`config.mk`:
```
export PLATFORM = sky130hd
export DESIGN_NAME = efs_line_ctrl
export DESIGN_NICKNAME = d
export VERILOG_FILES = /design/src/rtl/efs_pkg.sv /design/src/rtl/efs_line_ctrl.sv
export SDC_FILE = /design/constraint.sdc
export NUM_CORES = 1
export LEC_CHECK = 0
export BUFFER_PORTS_ARGS = -buffer_cell sky130_fd_sc_hd__buf_2
export CORE_UTILIZATION = 45
export DETAILED_ROUTE_END_ITERATION = 8
export PLACE_DENSITY_LB_ADDON = 0.08
export SLEW_MARGIN = 5
export SYNTH_ARGS = -nofsm -noshare
export SYNTH_HDL_FRONTEND = slang
export SYNTH_SLANG_ARGS = --single-unit
```
`constraint.sdc`:
```
create_clock -name clock -period 4 [get_ports clock]
set_input_delay 0.8 -clock clock [delete_from_list [all_inputs] [get_ports clock]]
set_output_delay 0.8 -clock clock [all_outputs]
set_load 0.01 [all_outputs]
```
`src/rtl/efs_pkg.sv`:
```
// Package of constants for the E1 line-side control block
package efs_pkg;
   // Register offsets
   localparam logic [7:0] OFS_CTRL0 = 8'h00; // Line standard, framing mode
   localparam logic [7:0] OFS_CTRL1 = 8'h01; // Auto features
   localparam logic [7:0] OFS_CODE = 8'h02; // Line codes, CMI enable and digital rail
   localparam logic [7:0] OFS_LOS_DET = 8'h03; // Loss detect count
   localparam logic [7:0] OFS_LOS_REC = 8'h04; // Loss recover count
   localparam logic [7:0] OFS_CMD = 8'h05; // Command, write only
   localparam logic [7:0] OFS_STATUS = 8'h06; // Status, read only
   localparam logic [7:0] OFS_CLK_MODE = 8'h07; // Global clock mode
   localparam logic [7:0] OFS_CAL_IDX = 8'hBB;
   localparam logic [7:0] OFS_CAL_VAL = 8'hBC;
   // Field positions in control register 1
   localparam int B_AUTO_EBIT = 0;
   localparam int B_EBIT_POL = 1;
   localparam int B_AUTO_RAI = 2;
   localparam int B_AUTO_RESYNC = 3;
   localparam int B_AUTO_MF_RESYNC = 4;
   localparam int B_EXT_IW = 5;
   // Field positions in control register 0
   localparam int B_LINE_STD = 0;
   localparam int B_RFS_LO = 2;
   // Command bit for receiver soft reset
   localparam int B_RX_RESET = 0;
   // Reset values
   localparam logic [7:0] RST_ZERO = 8'h00;
   // Loss count scaling: detect count n maps to 16*(n+1) zeros
   localparam int LOS_DET_SCALE = 16;
   localparam int LOS_REC_ADD = 1; // Recover count n means n+1 ones
   // Timing
   localparam int CLK_MHZ = 100;
   localparam int MF_SEARCH_MS = 8;
   localparam int IW_TIMEOUT_MS = 400;
   localparam int SECOND_MS = 1000;
   localparam int CYC_PER_MS = CLK_MHZ * 1000;
   localparam int CRC_ERR_LIMIT = 914;
   // Receive framing select codes
   typedef enum logic [1:0] {
      EFS_RFS_DF = 2'b00,
      EFS_RFS_MF = 2'b01,
      EFS_RFS_AUTO = 2'b10,
      EFS_RFS_IW = 2'b11
   } efs_rfs_e;
   // Framer sync states
   typedef enum logic [1:0] {
      EFS_ST_SEARCH = 2'b00,
      EFS_ST_BASIC = 2'b01,
      EFS_ST_MF = 2'b10,
      EFS_ST_IW_DF = 2'b11
   } efs_sync_e;
endpackage : efs_pkg

```
`src/rtl/efs_line_ctrl.sv`:
```
// E1 line-side sync, loss-of-signal and alarm control for one channel
`timescale 1ns/1ns
// Notes on behaviour
// - Reset brings channel up in E1 mode
// - Analog AMI/HDB3; digital AMI/HDB3/NRZ/CMI codes
// - Loss declared after programmed consecutive zeros count
// - Loss cleared after programmed ones in interval
// - Control registers read/write except command-type registers
// - Auto E-bit inserts received CRC4 status
// - Async state sends E-bits per polarity bit
// - Auto remote alarm follows frame alignment loss
// - Auto mode restarts search without multiframe in 8ms
// - Over 914 CRC4 errors per second forces resync
// - Interworking stays doubleframe, raises 400 ms event
// - Extended interworking sends alarm, keeps searching
module efs_line_ctrl #(
   parameter int MS_CYCLES = efs_pkg::CYC_PER_MS
) (
   input wire logic clock,
   input wire logic nrst,
   // Microprocessor port
   input wire logic cpu_sel,
   input wire logic cpu_wr,
   input wire logic [7:0] cpu_addr,
   input wire logic [7:0] cpu_wdata,
   output logic [7:0] cpu_rdata,
   // Receive line events, one pulse per bit
   input wire logic rx_bit_valid,
   input wire logic rx_bit_one,
   // Framer status from the receive path
   input wire logic basic_frame_found,
   input wire logic mf_found,
   input wire logic crc4_error,
   input wire logic submf_crc_ok,
   input wire logic submf_strobe,
   input wire logic tx_mf_start,
   // Outputs to transmit and receive paths
   output logic line_standard_select,
   output logic [1:0] tx_code,
   output logic [1:0] rx_code,
   output logic cmi_enable,
   output logic digital_rail,
   output logic [7:0] global_clock_mode,
   output logic [1:0] tx_ebits,
   output logic send_rai,
   output logic loss_of_signal,
   output logic frame_align_lost,
   output logic restart_search,
   output logic iw_timeout_pulse,
   output logic receiver_soft_reset
);
   import efs_pkg::*;
   logic [7:0] ctrl0_ff, nxt_ctrl0;
   logic [7:0] ctrl1_ff, nxt_ctrl1;
   logic [7:0] code_ff, nxt_code;
   logic [7:0] los_det_ff, nxt_los_det;
   logic [7:0] los_rec_ff, nxt_los_rec;
   logic [7:0] clk_mode_ff, nxt_clk_mode;
   logic [7:0] cal_idx_ff, nxt_cal_idx;
   logic [7:0] cal_val_ff, nxt_cal_val;
   logic rx_reset_ff, nxt_rx_reset;
   logic [7:0] rdata_ff, nxt_rdata;
   // Address match helper
   function automatic logic hit(input logic [7:0] a, input logic [7:0] o);
      hit = (a == o);
   endfunction : hit
   logic wr_en;
   assign wr_en = cpu_sel && cpu_wr;
   // Register writes; command register self-clears
   always_comb begin
      nxt_ctrl0 = ctrl0_ff;
      nxt_ctrl1 = ctrl1_ff;
      nxt_code = code_ff;
      nxt_los_det = los_det_ff;
      nxt_los_rec = los_rec_ff;
      nxt_clk_mode = clk_mode_ff;
      nxt_cal_idx = cal_idx_ff;
      nxt_cal_val = cal_val_ff;
      nxt_rx_reset = 1'b0;
      if (wr_en) begin
         if (hit(cpu_addr, OFS_CTRL0)) nxt_ctrl0 = cpu_wdata;
         if (hit(cpu_addr, OFS_CTRL1)) nxt_ctrl1 = cpu_wdata;
         if (hit(cpu_addr, OFS_CODE)) nxt_code = cpu_wdata;
         if (hit(cpu_addr, OFS_LOS_DET)) nxt_los_det = cpu_wdata;
         if (hit(cpu_addr, OFS_LOS_REC)) nxt_los_rec = cpu_wdata;
         if (hit(cpu_addr, OFS_CLK_MODE)) nxt_clk_mode = cpu_wdata;
         if (hit(cpu_addr, OFS_CAL_IDX)) nxt_cal_idx = cpu_wdata;
         if (hit(cpu_addr, OFS_CAL_VAL)) nxt_cal_val = cpu_wdata;
         if (hit(cpu_addr, OFS_CMD)) nxt_rx_reset = cpu_wdata[B_RX_RESET];
      end
   end
   // Register storage; reset selects E1 doubleframe
   always_ff @(posedge clock) begin
      if (!nrst) begin
         ctrl0_ff <= RST_ZERO;
         ctrl1_ff <= RST_ZERO;
         code_ff <= RST_ZERO;
         los_det_ff <= RST_ZERO;
         los_rec_ff <= RST_ZERO;
         clk_mode_ff <= RST_ZERO;
         cal_idx_ff <= RST_ZERO;
         cal_val_ff <= RST_ZERO;
         rx_reset_ff <= 1'b0;
      end else begin
         ctrl0_ff <= nxt_ctrl0;
         ctrl1_ff <= nxt_ctrl1;
         code_ff <= nxt_code;
         los_det_ff <= nxt_los_det;
         los_rec_ff <= nxt_los_rec;
         clk_mode_ff <= nxt_clk_mode;
         cal_idx_ff <= nxt_cal_idx;
         cal_val_ff <= nxt_cal_val;
         rx_reset_ff <= nxt_rx_reset;
      end
   end
   // Field decode
   efs_rfs_e rfs;
   assign rfs = efs_rfs_e'(ctrl0_ff[B_RFS_LO +: 2]);
   assign line_standard_select = ctrl0_ff[B_LINE_STD];
   assign tx_code = code_ff[1:0];
   assign rx_code = code_ff[3:2];
   assign cmi_enable = code_ff[4];
   assign digital_rail = code_ff[5];
   assign global_clock_mode = clk_mode_ff;
   assign receiver_soft_reset = rx_reset_ff;
   // Loss-of-signal counters
   logic [11:0] zero_cnt_ff, nxt_zero_cnt;
   logic [11:0] win_cnt_ff, nxt_win_cnt;
   logic [8:0] one_cnt_ff, nxt_one_cnt;
   logic los_ff, nxt_los;
   logic [12:0] det_limit; // Top count 0xFF needs 4096 zeros
   logic [8:0] rec_limit;
   assign det_limit = 13'((los_det_ff + 9'd1) * LOS_DET_SCALE);
   assign rec_limit = 9'(los_rec_ff + LOS_REC_ADD);
   always_comb begin
      nxt_zero_cnt = zero_cnt_ff;
      nxt_win_cnt = win_cnt_ff;
      nxt_one_cnt = one_cnt_ff;
      nxt_los = los_ff;
      if (rx_bit_valid) begin
         if (!los_ff) begin
            nxt_zero_cnt = rx_bit_one ? 12'h000 : zero_cnt_ff + 12'h001;
            if (!rx_bit_one && (zero_cnt_ff + 12'h001 >= det_limit)) begin
               nxt_los = 1'b1;
               nxt_zero_cnt = 12'h000;
               nxt_win_cnt = 12'h000;
               nxt_one_cnt = 9'h000;
            end
         end else begin
            nxt_one_cnt = one_cnt_ff + 9'(rx_bit_one);
            nxt_win_cnt = win_cnt_ff + 12'h001;
            if (rx_bit_one && (one_cnt_ff + 9'h001 >= rec_limit)) begin
               nxt_los = 1'b0;
               nxt_one_cnt = 9'h000;
               nxt_win_cnt = 12'h000;
            end else if (win_cnt_ff + 12'h001 >= det_limit) begin
               nxt_win_cnt = 12'h000; // New interval
               nxt_one_cnt = 9'h000;
            end
         end
      end
   end
   always_ff @(posedge clock) begin
      if (!nrst) begin
         zero_cnt_ff <= 12'h000;
         win_cnt_ff <= 12'h000;
         one_cnt_ff <= 9'h000;
         los_ff <= 1'b0;
      end else begin
         zero_cnt_ff <= nxt_zero_cnt;
         win_cnt_ff <= nxt_win_cnt;
         one_cnt_ff <= nxt_one_cnt;
         los_ff <= nxt_los;
      end
   end
   assign loss_of_signal = los_ff;
   // Millisecond and second enables
   logic [31:0] ms_div_ff, nxt_ms_div;
   logic [9:0] sec_div_ff, nxt_sec_div;
   logic ms_tick, sec_tick;
   assign ms_tick = (ms_div_ff == 32'(MS_CYCLES - 1));
   assign sec_tick = ms_tick && (sec_div_ff == 10'(SECOND_MS - 1));
   always_comb begin
      nxt_ms_div = ms_tick ? 32'h0 : ms_div_ff + 32'h1;
      nxt_sec_div = sec_div_ff;
      if (ms_tick) nxt_sec_div = sec_tick ? 10'h000 : sec_div_ff + 10'h001;
   end
   always_ff @(posedge clock) begin
      if (!nrst) begin
         ms_div_ff <= 32'h0;
         sec_div_ff <= 10'h000;
      end else begin
         ms_div_ff <= nxt_ms_div;
         sec_div_ff <= nxt_sec_div;
      end
   end
   // Sync state machine with multiframe search timer
   efs_sync_e st_ff, nxt_st;
   logic [8:0] mf_ms_ff, nxt_mf_ms;
   logic [9:0] crc_cnt_ff, nxt_crc_cnt;
   logic iw_rai_ff, nxt_iw_rai;
   logic restart, iw_pulse;
   logic crc_over;
   assign crc_over = ctrl1_ff[B_AUTO_MF_RESYNC]
      && (crc_cnt_ff > 10'(CRC_ERR_LIMIT));
   always_comb begin
      nxt_st = st_ff;
      nxt_mf_ms = mf_ms_ff;
      nxt_iw_rai = iw_rai_ff;
      restart = 1'b0;
      iw_pulse = 1'b0;
      // CRC4 errors per second window; an error on the edge opens the next
      nxt_crc_cnt = sec_tick ? 10'h000 : crc_cnt_ff;
      if (crc4_error && (sec_tick || crc_cnt_ff != 10'h3FF))
         nxt_crc_cnt = nxt_crc_cnt + 10'h001;
      unique case (st_ff)
         EFS_ST_SEARCH: begin
            nxt_mf_ms = 9'h000;
            if (basic_frame_found) nxt_st = EFS_ST_BASIC;
         end
         EFS_ST_BASIC: begin
            if (ms_tick) nxt_mf_ms = mf_ms_ff + 9'h001;
            if (mf_found && rfs != EFS_RFS_DF) begin
               nxt_st = EFS_ST_MF;
               nxt_iw_rai = 1'b0;
            end else if (rfs == EFS_RFS_AUTO && ctrl1_ff[B_AUTO_RESYNC]
                  && mf_ms_ff >= 9'(MF_SEARCH_MS)) begin
               restart = 1'b1;
               nxt_st = EFS_ST_SEARCH;
            end else if (rfs == EFS_RFS_IW
                  && mf_ms_ff >= 9'(IW_TIMEOUT_MS)) begin
               iw_pulse = 1'b1;
               nxt_st = EFS_ST_IW_DF;
               nxt_iw_rai = ctrl1_ff[B_EXT_IW];
            end
         end
         EFS_ST_MF: begin
            if (crc_over) begin
               restart = 1'b1;
               nxt_st = EFS_ST_SEARCH;
               nxt_crc_cnt = 10'h000;
            end
         end
         EFS_ST_IW_DF: begin
            // Extended mode keeps looking for multiframe, no 8 ms resync
            if (mf_found && ctrl1_ff[B_EXT_IW]) begin
               nxt_st = EFS_ST_MF;
               nxt_iw_rai = 1'b0;
            end
         end
      endcase
      // Loss of basic framing drops back to search
      if (!basic_frame_found && st_ff != EFS_ST_SEARCH) begin
         nxt_st = EFS_ST_SEARCH;
         nxt_iw_rai = 1'b0;
      end
   end
   always_ff @(posedge clock) begin
      if (!nrst) begin
         st_ff <= EFS_ST_SEARCH;
         mf_ms_ff <= 9'h000;
         crc_cnt_ff <= 10'h000;
         iw_rai_ff <= 1'b0;
      end else begin
         st_ff <= nxt_st;
         mf_ms_ff <= nxt_mf_ms;
         crc_cnt_ff <= nxt_crc_cnt;
         iw_rai_ff <= nxt_iw_rai;
      end
   end

   // Registered pulses, alarm and E-bits
   logic rst_pulse_ff, iw_pulse_ff, rai_ff, nxt_rai;
   logic [1:0] ebits_ff, nxt_ebits;
   logic [1:0] submf_ff, nxt_submf;
   logic lfa;
   assign lfa = (st_ff == EFS_ST_SEARCH);
   always_comb begin
      nxt_rai = (ctrl1_ff[B_AUTO_RAI] && lfa) || iw_rai_ff;
      nxt_submf = submf_ff;
      if (submf_strobe) nxt_submf = {submf_ff[0], submf_crc_ok};
      nxt_ebits = ebits_ff;
      if (lfa)
         nxt_ebits = {2{ctrl1_ff[B_EBIT_POL]}};
      else if (tx_mf_start && ctrl1_ff[B_AUTO_EBIT])
         nxt_ebits = submf_ff;
   end
   always_ff @(posedge clock) begin
      if (!nrst) begin
         rst_pulse_ff <= 1'b0;
         iw_pulse_ff <= 1'b0;
         rai_ff <= 1'b0;
         ebits_ff <= 2'b11;
         submf_ff <= 2'b11;
      end else begin
         rst_pulse_ff <= restart;
         iw_pulse_ff <= iw_pulse;
         rai_ff <= nxt_rai;
         ebits_ff <= nxt_ebits;
         submf_ff <= nxt_submf;
      end
   end
   assign restart_search = rst_pulse_ff;
   assign iw_timeout_pulse = iw_pulse_ff;
   assign send_rai = rai_ff;
   assign tx_ebits = ebits_ff;
   assign frame_align_lost = lfa;

   // Read data; command register reads zero, unused addresses zero
   always_comb begin
      nxt_rdata = 8'h00;
      unique case (cpu_addr)
         OFS_CTRL0: nxt_rdata = ctrl0_ff;
         OFS_CTRL1: nxt_rdata = ctrl1_ff;
         OFS_CODE: nxt_rdata = code_ff;
         OFS_LOS_DET: nxt_rdata = los_det_ff;
         OFS_LOS_REC: nxt_rdata = los_rec_ff;
         OFS_STATUS: nxt_rdata = {3'h0, iw_rai_ff, rai_ff, los_ff, st_ff};
         OFS_CLK_MODE: nxt_rdata = clk_mode_ff;
         OFS_CAL_IDX: nxt_rdata = cal_idx_ff;
         OFS_CAL_VAL: nxt_rdata = cal_val_ff;
         default: nxt_rdata = 8'h00;
      endcase
   end
   always_ff @(posedge clock) begin
      if (!nrst) rdata_ff <= 8'h00;
      else rdata_ff <= nxt_rdata;
   end
   assign cpu_rdata = rdata_ff;
endmodule : efs_line_ctrl

```
== After elaboration in Yosys (flattened, before gate mapping) ==
Index checks and enable logic that the tools add are counted.
Storage, ports and cells
  register bits: 178
  bits of input ports: 28
  output and inout bits: 31
  logic and storage cells: 153
Operators by class
  add/subtract/negate cells: 12
  magnitude comparators: 6
  equality and inequality tests: 24
  multiplexer cells: 40
  bitwise operators: 3
  reduce and logical (&&, ||, !) cells: 43
Operators with widths (count)
  12-bit two-way mux: 6
  8-bit case mux with 9 select lines: 1
  10-bit two-way mux: 5
  9-bit two-way mux: 5
  32-bit by 1-bit adder with 32-bit output, second input constant: 1
  32-bit by 17-bit equality test with 1-bit output, second input constant: 1
  8-bit by 3-bit equality test with 1-bit output, second input constant: 4
  12-bit by 1-bit adder with 13-bit output, second input constant: 2
  13-bit greater-or-equal comparator: 2
  12-bit by 1-bit adder with 12-bit output, second input constant: 2
  2-bit AND reduction: 11
  10-bit by 1-bit adder with 10-bit output, second input constant: 2
  8-bit by 1-bit adder with 9-bit output, second input constant: 2
  9-bit by 1-bit adder with 9-bit output, second input constant: 2
  9-bit case mux with 2 select lines: 1
  8-bit by 2-bit equality test with 1-bit output, second input constant: 2
  8-bit equality test, second input constant: 2
  2-bit two-way mux: 8
  1-bit logical AND: 14
  2-bit nonzero test: 6
  1-bit two-way mux: 11
  10-bit equality test, second input constant: 1
  10-bit > comparator, second input constant: 1
  10-bit inequality test, second input constant: 1
  other kinds (21): 35

== Longest topological paths before layout ==
  word-level depth: 7
  mapped depth: 15
  depth with buffers taken out: 12

== Worst setup path after synthesis ==
No wires, ideal clock.
  path kind: register to register
  from: register win_cnt_ff[0]
  to: register win_cnt_ff[6]
  library setup time: 0.059 ns
  data arrival time: 3.228 ns
  data required time: 3.941 ns
  slack: 0.714 ns
  cell stages (with the launch flop): 15
  path buffers: 2
  clock period less this slack: 3.286 ns
  cell sequence: dfxtp_1 -> ha_1 -> nand3_1 -> nor2_1 -> and3_1 -> xor2_1 -> ha_1 -> a211o_1 -> o221ai_1 -> a21oi_1 -> nor4b_4 -> and3_1 -> clkbuf_1 -> buf_2 -> a22o_1
Between the ends
  longest elaborated chain between the ends: 5
  elaborated cells on any way between the ends: 6
  those cells by class: 2 x add/sub; 1 x order compare; 3 x mux
Ends and longest elaborated chain
  start, declared: line efs_line_ctrl.sv:128  | logic [11:0] win_cnt_ff, nxt_win_cnt;
  start signal, assigned: line efs_line_ctrl.sv:171  | win_cnt_ff <= nxt_win_cnt;
  12-bit by 1-bit adder with 13-bit output: line efs_line_ctrl.sv:156  | end else if (win_cnt_ff + 12'h001 >= det_limit) begin
  13-bit greater-or-equal comparator: line efs_line_ctrl.sv:156
  12-bit two-way mux *: line efs_line_ctrl.sv:156
  12-bit two-way mux *: line efs_line_ctrl.sv:152  | if (rx_bit_one && (one_cnt_ff + 9'h001 >= rec_limit)) begin
  12-bit two-way mux *: line efs_line_ctrl.sv:141  | if (!los_ff) begin
Every way passes the cells marked *; elsewhere a longest branch is shown, timed or not.
A chain may end at the register's enable or synchronous reset.

== Worst setup path in the final report ==
  from: register zero_cnt_ff[0]
  to: register zero_cnt_ff[2]
Between the ends
  longest elaborated chain between the ends: 4
  elaborated cells on any way between the ends: 6
  those cells by class: 2 x add/sub; 1 x order compare; 2 x mux; 1 x reduce/logical
Ends and longest elaborated chain
  start, declared: line efs_line_ctrl.sv:127  | logic [11:0] zero_cnt_ff, nxt_zero_cnt;
  start signal, assigned: line efs_line_ctrl.sv:170  | zero_cnt_ff <= nxt_zero_cnt;
  12-bit by 1-bit adder with 13-bit output: line efs_line_ctrl.sv:143  | if (!rx_bit_one && (zero_cnt_ff + 12'h001 >= det_limit)) begin
  13-bit greater-or-equal comparator: line efs_line_ctrl.sv:143
  1-bit logical AND: line efs_line_ctrl.sv:143
  12-bit two-way mux *: line efs_line_ctrl.sv:143
Marked as above.

==> reports/qor.yml <==
synth:
  yosysSeqAreaShare_pct: 37.79
  ys_seq_elements: 178
  syn_area_um2: 9430
  synthXorXnorAreaFrac_pct: 6.873
  synth_compound_area_share_pct: 15.39
  post_synth_fa_ha_maj_area_fraction_pct: 5.838
  synth_top_family_by_area: "simple AND/OR/NAND/NOR gates"
  avgSynthCellArea_um2: 8.222
  synthMuxAreaShare_pct: 4.551
  synth_edf_count: 0
  synth_fp_nets: 1219
  yosys_most_used_dff: "dfxtp_1"
  synth_cells: 1147
  yosys.area_share.simple_pct: 25.58
  yosys_warnings: 0
  synth_async_sr_flop_share_pct: 0
  synth_cell_type_count: 75
detailed_routing:
  route.final.wire_length_um: 23450
  first_pass_iters: 5
  antenna_violating_nets_post_route: 0
  drc: 0
  via_count: 8168
  avgViaCountPerCell: 5.583
  drt_iter0_markers: 492
  wl_per_cell_um: 16.03
min_path:
  worstHoldPathType: "reg -> reg"
sta:
  clock.fmax_ghz: 0.2834
  worst_slew_pin_slew_ps: 813.7
  setup_viol: 0
  max_slew_margin_pct: 45.34
  layout_worst_path_cycle_share_pct: 88.22
  skew_ps: 14.11
  finalCriticalPeriod_ps: 3529
  pins_over_slew_limit: 0
  final_hold_viol_count: 0
  finalSetupTns_ps: 0
  grt_setup_unrepaired: "no"
critical_path:
  startpoint_type: "register"
  critPathLaunch: "zero_cnt_ff[0]"
  crit_arrival_ps: 3900
  rr_worst_depth: 12
  worst-setup-path-type: "reg -> reg"
  worstReg2RegStart: "zero_cnt_ff[0]"
  setup.worst_path.end_class: "register"
  timing.critical_path.fanout_max: 6
  critical_path.reg2reg.endpoint: "zero_cnt_ff[2]"
  critical_path.endpoint: "zero_cnt_ff[2]"
  timing.critical_path.required_ps: 4380
  setup.reg_to_reg.worst_slack_ps: 470
die:
  std_cell_rows: 52
  dieArea_um2: 21540
  die_w_um: 146.8
  coreArea_um2: 20360
  initial_core_util_pct: 46.31
  die-height_um: 146.8
  floorplan.io_pins: 59
clock_network:
  cts-htree-levels: 4
  cts-hold-fix-buffers: 0
  postCtsSetupRepairBufs: 0
  worstSkewPairLatency_ps: 430
  postCtsResizedCells: 0
  cts_root_buffer: "clkbuf_16"
  path_clk_slew_ps: 70
  clock-sinks: 178
  ctsLongestPathBuffers: 2
  tritoncts_clock_tree: "yes"
  cts-buffers-inserted: 17
finish:
  area_growth_pct: 11.95
  final_cell_count_no_fill: 1463
  final.fill_count: 1966
  utilization_pct: 51.84
  fin_nets: 1253
  drive_above_1_share_pct: 11.32
  antenna-diode-count: 0
power:
  power.leakage_nw: 4.009
  worst_ir_drop_on_vdd_uv: 285.5
  cellPowerDensity_nw_per_um2: 361.2
global_route:
  globalRoute.totalOverflow: 0
  antenna_found_initial: 1
  first_pass_grt_wire_length_um: 38340
  grt_util_all_layers_pct: 22.15
  first_global_vias: 7494
  grt_start_max_net_pins: 43
placed_design:
  port_buffers: 58
  dp.cells: 1432
  hpwlAfterDp_um: 16310
  routabilityCongestion: 0.8480
run_status:
  run_status: "completed"
run:
  maxCapViolCount: 0
cell usage after synthesis, drive strengths merged (3+ instances only):
cell type / n / area, um2
or3: 9 / 56.30
a221oi: 4 / 35.03
nand3b: 4 / 30.03
nor4: 14 / 127.6
a22o: 13 / 113.9
nand4: 21 / 131.4
a22oi: 6 / 45.04
o2bb2ai: 7 / 61.31
o31ai: 3 / 22.52
and4: 6 / 52.55
dfxtp: 178 / 3563
nor4b: 3 / 47.54
buf: 13 / 78.83
nor3: 15 / 75.07
a21o: 3 / 22.52
nor2: 117 / 441.7
inv: 29 / 108.9
mux2i: 35 / 350.3
a32oi: 6 / 52.55
o21a: 4 / 30.03
or2: 4 / 25.03
mux2: 3 / 33.78
o22ai: 6 / 37.54
or4: 6 / 48.80
clkbuf: 50 / 187.7
a31oi: 21 / 131.4
and2: 7 / 46.30
a21oi: 79 / 395.4
ha: 44 / 550.5
nand2: 157 / 589.3
o221ai: 4 / 35.03
nand3: 87 / 440.4
o21ai: 30 / 150.1
a311oi: 7 / 61.31
a211oi: 9 / 72.57
xor2: 36 / 315.3
and3: 25 / 156.4
xnor2: 38 / 332.8
nor2b: 15 / 93.84
worst min path at each step:
stage / slack, ps / endpoint / start / cells after the start
2_1_floorplan: 430 / ms_div_ff[0] / ms_div_ff[0] / 1
3_3_place_gp: 440 / ctrl0_ff[4] / ctrl0_ff[4] / 2
3_5_place_dp: 450 / ctrl0_ff[1] / ctrl0_ff[1] / 2
4_1_cts: 460 / ctrl0_ff[1] / ctrl0_ff[1] / 2
5_1_grt: 470 / ctrl1_ff[6] / ctrl1_ff[6] / 2
6_report: 460 / ctrl0_ff[1] / ctrl0_ff[1] / 2
power by group:
group	internal (W)	leakage, nW	switching (W)
sequential	0.00178	1.44	0.0000139
combinational	0.0000788	2.28	0.000177
clock	0.000962	0.296	0.000797
layout make-up:
type | instances | area [um2] | share of cell area, %
Timing Repair Buffer | 78 | 440.4 | 4.172
Clock inverter | 13 | 170.2 | 1.612
Sequential cell | 178 | 3563 | 33.75
Multi-Input combinational cell | 877 | 5498 | 52.07
Clock buffer | 18 | 439.2 | 4.160
Inverter | 29 | 108.9 | 1.031
Tap cell | 270 | 337.8 | 3.200
sequential cells by signal (all words and copies together), names as in the netlist, 9 cells and up:
register,count
ms_div_ff,32
sec_div_ff,10
win_cnt_ff,12
one_cnt_ff,9
crc_cnt_ff,10
mf_ms_ff,9
zero_cnt_ff,12
cell usage in the layout, fill, tap and decap left out, drive strengths merged, types with 4 or more instances in the layout:
cell type  instances
a211oi             9
a21oi             79
a221oi             4
a22o              13
a22oi              6
a311oi             7
a31oi             21
a32oi              6
and2               7
and3              25
and4               6
buf               78
clkbuf            18
clkinv             4
dfxtp            178
ha                44
inv               35
mux2i             35
nand2            157
nand3             87
nand3b             4
nand4             21
nor2             117
nor2b             15
nor3              15
nor4              14
o21a               4
o21ai             30
o221ai             4
o22ai              6
o2bb2ai            7
or2                4
or3                9
or4                6
xnor2             38
xor2              36
routing by layer:
metal / wire length [um] / global-route usage, % / part of all wire, %
met2: 10790 / 35.50 / 46
met1: 11410 / 30.46 / 49
met4: 251 / 5.156 / 1.1
met3: 992 / 4.565 / 4.2
met5: 11 / 0 / 0.047
cell families (layout without fill, tap and decap cells):
group | count (synthesis) | count (layout)
flip-flops | 178 | 178
AO/OA/AOI/OAI | 223 | 223
multiplexers | 40 | 40
adder cells (fa/ha/maj) | 44 | 44
XOR/XNOR | 74 | 74
buffers and inverters | 92 | 138
AND/OR/NAND/NOR | 496 | 496
stage by stage:
stage / power (W) / instance area (um2) / hold WS (ps) / worst slack, ps
4_1_cts: 0.003850 / 10560 / 455.5 / 497.4
6_report: 0.003813 / 10560 / 456.0 / 471.0
3_5_place_dp: 0.002094 / 9948 / 446.3 / 528.3
5_1_grt: 0.003950 / 10560 / 470.0 / 155.9
3_3_place_gp: 0.002094 / 9948 / 441.7 / 596.3
2_1_floorplan: 0.002014 / 9430 / 426.0 / 713.6
worst max-delay path, cell delays in order (launching register included):
cell and delay (ps):
dfxtp_1 370, ha_1 210, nand2_1 140, nor3_1 420
nand3_1 150, xnor2_1 250, ha_1 290, nand4_1 140
nor4_1 80, a211o_1 320, or4_1 510, nor2_1 370
a22o_1 220
(Power assumes the default switching activity.)
